===== src/hw/motion_state_defines.vh =====
`ifndef MOTION_STATE_DEFINES_VH
`define MOTION_STATE_DEFINES_VH

// register byte offsets
`define REG_CTRL_OFS        8'h00
`define REG_PARAM_OFS       8'h04
`define REG_SECPOS_OFS      8'h08
`define REG_TARGET_OFS      8'h0C
`define REG_STATUS_OFS      8'h10
`define REG_ACTPOS_OFS      8'h14

// control register fields
`define CTRL_SLEEP_ALLOW_BIT 0
`define CTRL_ACCEL_SHAPE_BIT 1

// parameter register fields
`define PARAM_VMAX_LSB      0
`define PARAM_VMIN_LSB      4

// status register fields
`define STAT_STATE_LSB      0
`define STAT_SLEEP_BIT      4
`define STAT_STOP_BIT       5
`define STAT_STEPLOSS_BIT   6
`define STAT_TSD_BIT        7
`define STAT_UV2_BIT        8
`define STAT_ELDEF_BIT      9
`define STAT_HWSTOP_BIT     10
`define STAT_SECURE_ENABLE_BIT      11
`define STAT_HIZ_BIT        12

// reset values
`define CTRL_RESET          2'h0
`define VMAX_RESET          4'h0
`define VMIN_RESET          4'h0
`define SECPOS_RESET        11'h400
`define SECPOS_DISABLED     11'h400
`define POS_RESET           16'h0000

// timing
`define CLK_FREQ_HZ         125000000
`define UV_HOLD_TIME_S      15

`endif


===== src/hw/motion_state_priority_encoder.v =====
// Notes on behaviour
// leaving sleep reinitialises every state and flag like power-on reset
// after power-on reset the machine sits in standby
// two-stage motion uses own parameter set, unspecified values copied at start
// second motion of two-stage forces accel shape to 1
// parameter register reads return working values, never two-stage copies
// sleep flag set by timeout or sleep command, cleared by next command
// shutdown state held until thermal and hardware-stop flags are clear
// fault flags clear only at a status read with conditions normal
// master avoids changing accel or vmin during a normal motion
// sleep while moving goes via ramped halt, or a move to secure position if enabled, then stopped, not directly
// stopped with sleep: sleep if no secure, at secure, or stop; else move there
// secure enable is 1 whenever secure position differs from 0x400
// stop flag set leaving halts, cleared first edge in stopped
// identifier assignment decoded in all states but sleep, state unchanged
// stopped with position mismatch moves to target at lowest priority
// step loss does not block position commands; cleared only by status read
// with sleep allow 0 stopped never goes to sleep
// long undervoltage halts: stopped/moving/ramped to undervolt halt, two-stage abrupt
// undervolt bridges-off returns to stopped once undervoltage is not long
// entering shutdown puts bridges in hi-z and copies actual into target
// shutdown exit needs a status read and all causes gone
// state updates once per clock, highest priority transition wins
`include "motion_state_defines.vh"
`default_nettype none

module motion_state_priority_encoder #(
  parameter [31:0] UV_HOLD_CYCLES = `UV_HOLD_TIME_S * `CLK_FREQ_HZ
) (
  // clock and reset
  input  wire        clk,
  input  wire        reset,
  input  wire        clk_en,
  // register port
  input  wire [7:0]  reg_addr,
  input  wire [31:0] reg_wdata,
  input  wire        reg_wr,
  input  wire        reg_rd,
  output reg  [31:0] reg_rdata,
  // decoded bus commands, one-cycle pulses
  input  wire        cmd_valid,
  input  wire        position_cmd,
  input  wire        short_position_cmd,
  input  wire        secure_move_cmd,
  input  wire        two_stage_cmd,
  input  wire        ramped_halt_cmd,
  input  wire        abrupt_halt_cmd,
  input  wire        sleep_cmd,
  input  wire        bus_timeout,
  input  wire        status_read_cmd,
  input  wire        full_status_read_cmd,
  input  wire        dyn_id_cmd,
  input  wire        wake,
  // command data
  input  wire [15:0] cmd_position,
  input  wire [15:0] cmd_position2,
  input  wire [3:0]  cmd_vmax,
  input  wire        cmd_vmax_given,
  input  wire [3:0]  cmd_vmin,
  input  wire        cmd_vmin_given,
  // motion engine
  input  wire [15:0] act_pos,
  input  wire        motion_done,
  // fault pins, asynchronous
  input  wire        thermal_pin,
  input  wire        undervolt_pin,
  input  wire        elec_defect_pin,
  // state and drive outputs
  output reg  [3:0]  motion_state,
  output reg  [15:0] target_pos,
  output reg         bridges_hiz,
  output reg         hold_current,
  output reg         accel_shape,
  output reg  [3:0]  vmax_eff,
  output reg  [3:0]  vmin_eff,
  output reg         id_assign,
  // flags
  output reg         secure_enable,
  output reg         sleep_flag,
  output reg         stop_flag,
  output reg         step_loss_flag,
  output reg         tsd_flag,
  output reg         uv2_flag,
  output reg         eldef_flag,
  output reg         hw_stop_flag
);

  localparam [3:0] ST_STANDBY    = 4'h0;
  localparam [3:0] ST_STOPPED    = 4'h1;
  localparam [3:0] ST_MOVING     = 4'h2;
  localparam [3:0] ST_TWO_STAGE  = 4'h3;
  localparam [3:0] ST_RAMPED     = 4'h4;
  localparam [3:0] ST_ABRUPT     = 4'h5;
  localparam [3:0] ST_RAMPED_DONE = 4'h6;
  localparam [3:0] ST_SHUTDOWN   = 4'h7;
  localparam [3:0] ST_SLEEP      = 4'h8;
  localparam [3:0] ST_UV_HALT    = 4'h9;
  localparam [3:0] ST_UV_OFF     = 4'hA;

  // pin synchronisers: sy1 feeds sy2 only
  reg  [2:0]  sy1_q;
  reg  [2:0]  sy2_q;
  reg  [2:0]  sy3_q;
  reg  [2:0]  pin_q;
  reg  [31:0] uv_cnt_q;
  // bus-owned state
  reg         sleep_allow_q;
  reg         work_acc_q;
  reg  [3:0]  work_vmax_q;
  reg  [3:0]  work_vmin_q;
  reg  [10:0] secpos_q;
  // two-stage private set
  reg         dual_acc_q;
  reg  [3:0]  dual_vmax_q;
  reg  [3:0]  dual_vmin_q;
  reg  [15:0] dual_pos2_q;
  reg         stage_q;
  reg         status_seen_q;
  // next-state terms
  reg  [3:0]  state_d;
  reg  [15:0] tag_d;
  reg         stage_d;
  reg         dual_load;
  reg         step_set;
  reg  [31:0] rd_mux;

  wire        tsd_s      = pin_q[0];
  wire        uv_s       = pin_q[1];
  wire        eldef_s    = pin_q[2];
  wire        uv_long    = (uv_cnt_q == UV_HOLD_CYCLES);
  wire        status_rd  = status_read_cmd | full_status_read_cmd;
  wire        pos_cmd    = position_cmd | short_position_cmd;
  wire        sleep_req  = sleep_cmd | bus_timeout;
  wire [15:0] sec_full   = {secpos_q, 5'h00};
  wire        at_secure  = (act_pos == sec_full);
  wire        reinit     = (motion_state == ST_SLEEP) & wake;
  wire [3:0]  load_vmax  = cmd_vmax_given ? cmd_vmax : work_vmax_q;
  wire [3:0]  load_vmin  = cmd_vmin_given ? cmd_vmin : work_vmin_q;
  wire        leave_halt = ((motion_state == ST_RAMPED) | (motion_state == ST_ABRUPT)) &
                           (state_d != motion_state);

  always @* begin
    state_d   = motion_state;
    tag_d     = target_pos;
    stage_d   = stage_q;
    dual_load = 1'b0;
    step_set  = 1'b0;
    // one priority chain per state, first match wins
    case (motion_state)
      ST_STANDBY: begin
        if (cmd_valid)
          state_d = ST_STOPPED;
      end
      ST_STOPPED: begin
        if (tsd_flag | eldef_flag) begin
          state_d = ST_SHUTDOWN;
        end else if (uv_long) begin
          state_d = ST_UV_HALT;
        end else if (sleep_flag & sleep_allow_q) begin
          if (!secure_enable | at_secure | stop_flag) begin
            state_d = ST_SLEEP;
          end else begin
            tag_d   = sec_full;
            state_d = ST_MOVING;
          end
        end else if (two_stage_cmd) begin
          dual_load = 1'b1;
          stage_d   = 1'b0;
          tag_d     = cmd_position;
          state_d   = ST_TWO_STAGE;
        end else if (pos_cmd) begin
          tag_d   = cmd_position;
          state_d = ST_MOVING;
        end else if (secure_move_cmd & secure_enable) begin
          tag_d   = sec_full;
          state_d = ST_MOVING;
        end else if (act_pos != target_pos) begin
          state_d = ST_MOVING;
        end
      end
      ST_MOVING: begin
        if (tsd_flag) begin
          state_d = ST_RAMPED;
        end else if (eldef_flag) begin
          state_d  = ST_ABRUPT;
          step_set = 1'b1;
        end else if (uv_long) begin
          state_d = ST_UV_HALT;
        end else if (abrupt_halt_cmd) begin
          state_d = ST_ABRUPT;
        end else if (ramped_halt_cmd) begin
          state_d = ST_RAMPED;
        end else if (sleep_req) begin
          // no direct jump to sleep; the flag is judged again once stopped
          if (secure_enable)
            tag_d = sec_full;
          else
            state_d = ST_RAMPED;
        end else if (motion_done) begin
          state_d = ST_STOPPED;
        end else if (pos_cmd) begin
          tag_d = cmd_position;
        end else if (secure_move_cmd & secure_enable) begin
          tag_d = sec_full;
        end
      end
      ST_TWO_STAGE: begin
        if (tsd_flag) begin
          state_d = ST_RAMPED;
        end else if (eldef_flag) begin
          state_d  = ST_ABRUPT;
          step_set = 1'b1;
        end else if (uv_long | abrupt_halt_cmd) begin
          state_d = ST_ABRUPT;
        end else if (motion_done) begin
          if (!stage_q) begin
            stage_d = 1'b1;
            tag_d   = dual_pos2_q;
          end else begin
            state_d = ST_STOPPED;
          end
        end
      end
      ST_RAMPED: begin
        if (eldef_flag) begin
          state_d  = ST_ABRUPT;
          step_set = 1'b1;
        end else if (uv_long) begin
          state_d = ST_UV_HALT;
        end else if (abrupt_halt_cmd) begin
          state_d = ST_ABRUPT;
        end else if (motion_done) begin
          tag_d   = act_pos;
          state_d = tsd_flag ? ST_RAMPED_DONE : ST_STOPPED;
        end
      end
      ST_ABRUPT: begin
        if (motion_done) begin
          tag_d   = act_pos;
          state_d = ST_STOPPED;
        end
      end
      ST_RAMPED_DONE: begin
        if (tsd_flag | eldef_flag)
          state_d = ST_SHUTDOWN;
        else
          state_d = ST_STOPPED;
      end
      ST_SHUTDOWN: begin
        // lost bus while shut down sleeps at once
        if (sleep_flag)
          state_d = ST_SLEEP;
        else if (status_seen_q & !tsd_flag & !hw_stop_flag & !tsd_s & !uv_long & !eldef_s)
          state_d = ST_STOPPED;
      end
      ST_UV_HALT: begin
        if (motion_done)
          state_d = ST_UV_OFF;
      end
      ST_UV_OFF: begin
        if (tsd_flag | eldef_flag)
          state_d = ST_SHUTDOWN;
        else if (!uv_long)
          state_d = ST_STOPPED;
      end
      ST_SLEEP: state_d = ST_SLEEP;
      default: begin
        state_d = ST_STANDBY;
      end
    endcase
    if (state_d == ST_SHUTDOWN)
      tag_d = act_pos;
  end

  always @* begin
    rd_mux = 32'h0000_0000;
    case (reg_addr)
      `REG_CTRL_OFS:   rd_mux = {30'h0000_0000, work_acc_q, sleep_allow_q};
      `REG_PARAM_OFS:  rd_mux = {24'h00_0000, work_vmin_q, work_vmax_q};
      `REG_SECPOS_OFS: rd_mux = {21'h00_0000, secpos_q};
      `REG_TARGET_OFS: rd_mux = {16'h0000, target_pos};
      `REG_ACTPOS_OFS: rd_mux = {16'h0000, act_pos};
      `REG_STATUS_OFS: rd_mux = {19'h0_0000, bridges_hiz, secure_enable, hw_stop_flag,
                                 eldef_flag, uv2_flag, tsd_flag, step_loss_flag,
                                 stop_flag, sleep_flag, motion_state};
      default:         rd_mux = 32'h0000_0000;
    endcase
  end

  // hardware-facing inputs, not touched by reinit
  always @(posedge clk or posedge reset) begin
    if (reset) begin
      sy1_q    <= 3'h0;
      sy2_q    <= 3'h0;
      sy3_q    <= 3'h0;
      pin_q    <= 3'h0;
      uv_cnt_q <= 32'h0000_0000;
    end else if (clk_en) begin
      sy1_q <= {elec_defect_pin, undervolt_pin, thermal_pin};
      sy2_q <= sy1_q;
      sy3_q <= sy2_q;
      // a change counts once two later stages agree, filtering a metastable sample
      pin_q <= (sy2_q & ~(sy2_q ^ sy3_q)) | (pin_q & (sy2_q ^ sy3_q));
      if (!uv_s)
        uv_cnt_q <= 32'h0000_0000;
      else if (!uv_long)
        uv_cnt_q <= uv_cnt_q + 32'h0000_0001;
    end
  end

  // one list serves power-on reset and wake from sleep, so the two cannot drift apart
  task init_all; begin
    motion_state   <= ST_STANDBY;
    target_pos     <= `POS_RESET;
    stage_q        <= 1'b0;
    dual_acc_q     <= 1'b0;
    dual_vmax_q    <= `VMAX_RESET;
    dual_vmin_q    <= `VMIN_RESET;
    dual_pos2_q    <= `POS_RESET;
    status_seen_q  <= 1'b0;
    sleep_allow_q  <= 1'b0;
    work_acc_q     <= 1'b0;
    work_vmax_q    <= `VMAX_RESET;
    work_vmin_q    <= `VMIN_RESET;
    secpos_q       <= `SECPOS_RESET;
    secure_enable  <= 1'b0;
    sleep_flag     <= 1'b0;
    stop_flag      <= 1'b0;
    step_loss_flag <= 1'b0;
    tsd_flag       <= 1'b0;
    uv2_flag       <= 1'b0;
    eldef_flag     <= 1'b0;
    hw_stop_flag   <= 1'b0;
    reg_rdata      <= 32'h0000_0000;
    bridges_hiz    <= 1'b0;
    hold_current   <= 1'b0;
    accel_shape    <= 1'b0;
    vmax_eff       <= `VMAX_RESET;
    vmin_eff       <= `VMIN_RESET;
    id_assign      <= 1'b0;
  end
  endtask

  always @(posedge clk or posedge reset) begin
    if (reset)
      init_all;
    else if (clk_en) begin
      if (reinit)
        init_all;
      else begin
        motion_state <= state_d;
        target_pos   <= tag_d;
        stage_q      <= stage_d;
        reg_rdata    <= reg_rd ? rd_mux : 32'h0000_0000;
        if (reg_wr && reg_addr == `REG_CTRL_OFS) begin
          sleep_allow_q <= reg_wdata[`CTRL_SLEEP_ALLOW_BIT];
          work_acc_q    <= reg_wdata[`CTRL_ACCEL_SHAPE_BIT];
        end
        // a vmin change mid-motion is the master's to avoid
        if (reg_wr && reg_addr == `REG_PARAM_OFS) begin
          work_vmax_q <= reg_wdata[`PARAM_VMAX_LSB +: 4];
          work_vmin_q <= reg_wdata[`PARAM_VMIN_LSB +: 4];
        end
        if (reg_wr && reg_addr == `REG_SECPOS_OFS) begin
          secpos_q      <= reg_wdata[10:0];
          secure_enable <= (reg_wdata[10:0] != `SECPOS_DISABLED);
        end
        if (dual_load) begin
          dual_acc_q  <= work_acc_q;
          dual_vmax_q <= load_vmax;
          dual_vmin_q <= load_vmin;
          dual_pos2_q <= cmd_position2;
        end
        // the private set drives the motor only inside the sequence
        if (state_d == ST_TWO_STAGE) begin
          // the private set is still loading on the entry edge
          accel_shape <= stage_d ? 1'b1 : (dual_load ? work_acc_q : dual_acc_q);
          vmax_eff    <= dual_load ? load_vmax : dual_vmax_q;
          vmin_eff    <= dual_load ? load_vmin : dual_vmin_q;
        end else begin
          accel_shape <= work_acc_q;
          vmax_eff    <= work_vmax_q;
          vmin_eff    <= work_vmin_q;
        end
        sleep_flag     <= sleep_req | (sleep_flag & ~cmd_valid);
        stop_flag      <= leave_halt | (stop_flag & (motion_state != ST_STOPPED));
        step_loss_flag <= step_set | (step_loss_flag & ~status_rd);
        // a present cause always wins over the clearing read
        tsd_flag       <= tsd_s | (tsd_flag & ~status_rd);
        uv2_flag       <= uv_long | (uv2_flag & ~status_rd);
        eldef_flag     <= eldef_s | (eldef_flag & ~status_rd);
        hw_stop_flag   <= eldef_s | (hw_stop_flag & ~status_rd);
        status_seen_q  <= (motion_state == ST_SHUTDOWN) & (status_seen_q | status_rd);
        bridges_hiz  <= (state_d == ST_SHUTDOWN) | (state_d == ST_UV_OFF) |
                        (state_d == ST_SLEEP);
        hold_current <= (state_d == ST_STOPPED);
        id_assign    <= dyn_id_cmd & (motion_state != ST_SLEEP);
      end
    end
  end

endmodule

`default_nettype wire


===== config.mk =====
export PLATFORM = sky130hd
export DESIGN_NAME = motion_state_priority_encoder
export DESIGN_NICKNAME = d
export VERILOG_FILES = /design/src/hw/motion_state_priority_encoder.v
export VERILOG_INCLUDE_DIRS = /design/src /design/src/hw
export SDC_FILE = /design/constraint.sdc
export NUM_CORES = 1
export LEC_CHECK = 0
export BUFFER_PORTS_ARGS = -buffer_cell sky130_fd_sc_hd__buf_2
export CORE_MARGIN = 1
export CORE_UTILIZATION = 50
export DETAILED_ROUTE_END_ITERATION = 8
export GPL_ROUTABILITY_DRIVEN = 0
export PLACE_DENSITY_LB_ADDON = 0.25
export SLEW_MARGIN = 0
export SYNTH_ARGS = -nofsm -noshare
export SYNTH_HDL_FRONTEND = slang
export SYNTH_SLANG_ARGS = --single-unit

===== constraint.sdc =====
create_clock -name clk -period 4.8 [get_ports clk]
set_input_delay 0.48 -clock clk [delete_from_list [all_inputs] [get_ports clk]]
set_output_delay 0.48 -clock clk [all_outputs]
set_load 0.005 [all_outputs]

==> summary.md <==
| Metric | Value |
|---|---|
| Antenna-violating nets left | `0` |
| Die height | `136 µm` |
| Wire per inst | `21.2 µm` |
| Crit end category | `flop` |
| Gr usage total | `31.0%` |
| Pleak | `0.00464 µW` |
| CP Capture Point | `target_pos[3]$_DFFE_PP0P_` |
| Setup slack, reg-to-reg | `1.41 ns` |
| Io pins | `192` |
| Crit path required time | `5.17 ns` |
| RSZ-0062 raised after global routing | `false` |
| Vias | `8,466` |
| Reg-to-Reg Start | `uv_cnt_q[0]$_DFFE_PP0P_` |
| Port Buffers | `154` |
| Setup bufs post-CTS | `0` |
| Max-cap violation count | `0` |
| Setup crit start | `uv_cnt_q[0]$_DFFE_PP0P_` |
| CTS H-tree depth | `4` |
| Initial Utilization | `51.4%` |
| Yosys Warn Count | `0` |
| Routed WL | `27,600 µm` |
| Mapped cell area | `8930 µm²` |
| Power Dens Cells | `491 nW/µm²` |
| Final Non-Filler Cells | `1,304` |
| Final worst-path cycle share | `70.7%` |
| Startpoint Class | `flop` |
| Final Hold Vio Count | `0` |
| DR vias/cell | `6.49` |
| 1st-pass router iterations | `7` |
| Clock Path Buffers | `2` |
| Status | `finished, final reports clean` |
| Hold crit path type | `in2async` |
| Post-synth EDFFs | `0` |
| Half-perimeter wire length after placement | `19,400 µm` |
| Post-Place Cells | `1,272` |
| Finish-stage setup viols | `0` |
| Clock transition at the registers of the reported paths | `0.07 ns` |
| Synthesized area per cell | `9.42 µm²` |
| Drt drc | `0` |
| Rows | `48` |
| Worst-path maximum fanout | `16` |
| Worst relative slew slack | `29.3%` |
| Layout Nets | `1,188` |
| Die Wd | `136 µm` |
| Worst Path Class, Setup | `reg2reg` |
| Worst VDD drop | `0.000368 V` |
| First-pass GRT wire length | `43,300 µm` |
| # diodes | `0` |
| Worst-Margin Slew | `1.06 ns` |
| Core ar. | `17,400 µm²` |
| Num Clock Sinks | `148` |
| Synth Flop Type | `dfrtp_1` |
| Number of synthesized register bits | `148` |
| Top-area cell type share of the netlist area | `41.2%` |
| Area leader, netlist | `dfrtp_1` |
| Crit path DAT | `3.76 ns` |
| Insertion delay to the later sink of the worst-skew pair | `0.44 ns` |
| DR iter-0 viols | `1,035` |
| Async S/R FF share, synth | `100%` |
| Crit path time final | `3.39 ns` |
| Register area share after synthesis | `41.5%` |
| Fraction of layout cells with a size suffix above 1 | `22.6%` |
| Skew final | `0.0132 ns` |
| R2R depth | `10` |
| Synth unique cells | `85` |
| Critical R2R Capture | `target_pos[3]$_DFFE_PP0P_` |
| Die Area | `18,400 µm²` |
| Achievable Freq | `295 MHz` |
| Synth top area cells | `dfrtp_1, a22o_1, nand2_1` |
| Total grt overflow | `0` |
| TritonCTS Buffers | `17` |
| PostCTS Resize Cnt | `0` |
| Largest net degree at the start of global routing | `113` |
| Setup TNS | `0 ns` |
| Hold buffer count at cts | `0` |
| Final slew viol count | `0` |
| Vias in the first global route | `7,644` |
| Post-synthesis cell count | `948` |
| Clk root buf | `clkbuf_16` |
| CTS tree | `built` |
| Synthesis-to-finish area growth | `15.8%` |
| Initial antenna violation count | `0` |
## cell families (layout without fill, tap and decap cells)
group	after synthesis	in the layout	share of synthesized area, %
multiplexers	25	25	2.89
buffers and inverters	100	216	5.38
XOR/XNOR	52	52	5.10
AO/OA/AOI/OAI	319	319	27.4
flip-flops	148	148	41.5
other	1	16	0.0420
adder cells (fa/ha/maj)	2	2	0.280
AND/OR/NAND/NOR	301	301	17.4
## placed cells by master, fill, tap and decap left out, types with 23 or more instances in the layout
master / count
a21oi_1: 24
a221o_1: 24
a22o_1: 43
buf_2: 154
dfrtp_1: 147
nand2_1: 89
nand3_1: 28
nor2_1: 70
o211ai_1: 23
o21ai_0: 64
xnor2_1: 25
xor2_1: 27
## worst max-delay path, stage by stage (launching register included)
cell and delay (ns):
dfrtp_1 0.40, inv_1 0.12, ha_1 0.18, nor4b_4 0.29, nand3_1 0.19, nor3_2 0.45, a22oi_1 0.15, a21oi_2 0.32
nand2_4 0.13, a41oi_2 0.79, a221o_1 0.29
## stage by stage
step / setup slack [ns] / hold WS [ns] / instance area [µm²] / util [%] / power [µW]
2_1_floorplan: 0.342 / 0.449 / 8980 / - / 3110
6_report: 1.41 / 0.257 / 10300 / 59.6 / 5080
5_1_grt: 1.21 / 0.270 / 10300 / 59.6 / 5340
3_3_place_gp: 1.55 / 0.460 / 9730 / 56.1 / 3630
4_1_cts: 1.50 / 0.254 / 10300 / 59.6 / 5050
3_5_place_dp: 1.54 / 0.470 / 9730 / 56.1 / 3660
## power by group
group          switching, µW  internal, µW  leakage, µW
registers                386          1500      0.00197
logic                   1020           792      0.00237
clock network            588           798     0.000298
## synth_stat cells, drive strengths merged (22+ instances only)
| master | number |
|---|---|
| a22oi | 22 |
| a22o | 43 |
| xnor2 | 25 |
| o21ai | 67 |
| dfrtp | 147 |
| nand3 | 28 |
| a221o | 24 |
| buf | 35 |
| clkbuf | 46 |
| o211ai | 23 |
| xor2 | 27 |
| a21oi | 26 |
| nand2 | 91 |
| nor2 | 72 |
## worst min-delay path by stage
stage	from	endpoint	cells after the start	slack, ns
after floorplan	sy1_q[0]$_DFFE_PP0P_	sy2_q[0]$_DFFE_PP0P_	2	0.45
after global placement	sy1_q[0]$_DFFE_PP0P_	sy2_q[0]$_DFFE_PP0P_	2	0.46
after detailed placement	dual_vmax_q[1]$_DFFE_PP0P_	dual_vmax_q[1]$_DFFE_PP0P_	1	0.47
after CTS	cmd_position2[8]	dual_pos2_q[8]$_DFFE_PP0P_	2	0.25
after global routing	cmd_position2[12]	dual_pos2_q[12]$_DFFE_PP0P_	2	0.27
final	reset	reg_rdata[7]$_DFFE_PP0P_	2	0.26
## metal layers
layer	vias up	global-route usage (%)	wire length, µm
met4	0	10.5	798
met3	78	7.52	2850
met5	-	0	0
li1	3800	-	-
met2	522	44.4	11800
met1	4066	45.3	12200
## final cells by class
class | count | area [µm²]
flip-flops and latches | 148 | 3700
fillers | 1500 | 7020
well taps | 225 | 282
repair buffers | 165 | 853
multi-input cells | 715 | 4820
inverters | 19 | 76.3
clock buffers | 18 | 439
clock inverters | 14 | 168
## registers in the layout, indices dropped and copies added (netlist names), 11 cells and up, named ones only
| signal | flops |
|---|---|
| dual_pos2_q | 16 |
| secpos_q | 11 |
| reg_rdata | 16 |
| uv_cnt_q | 32 |
| target_pos | 16 |
Note: power is estimated with default switching activity, not from simulation.
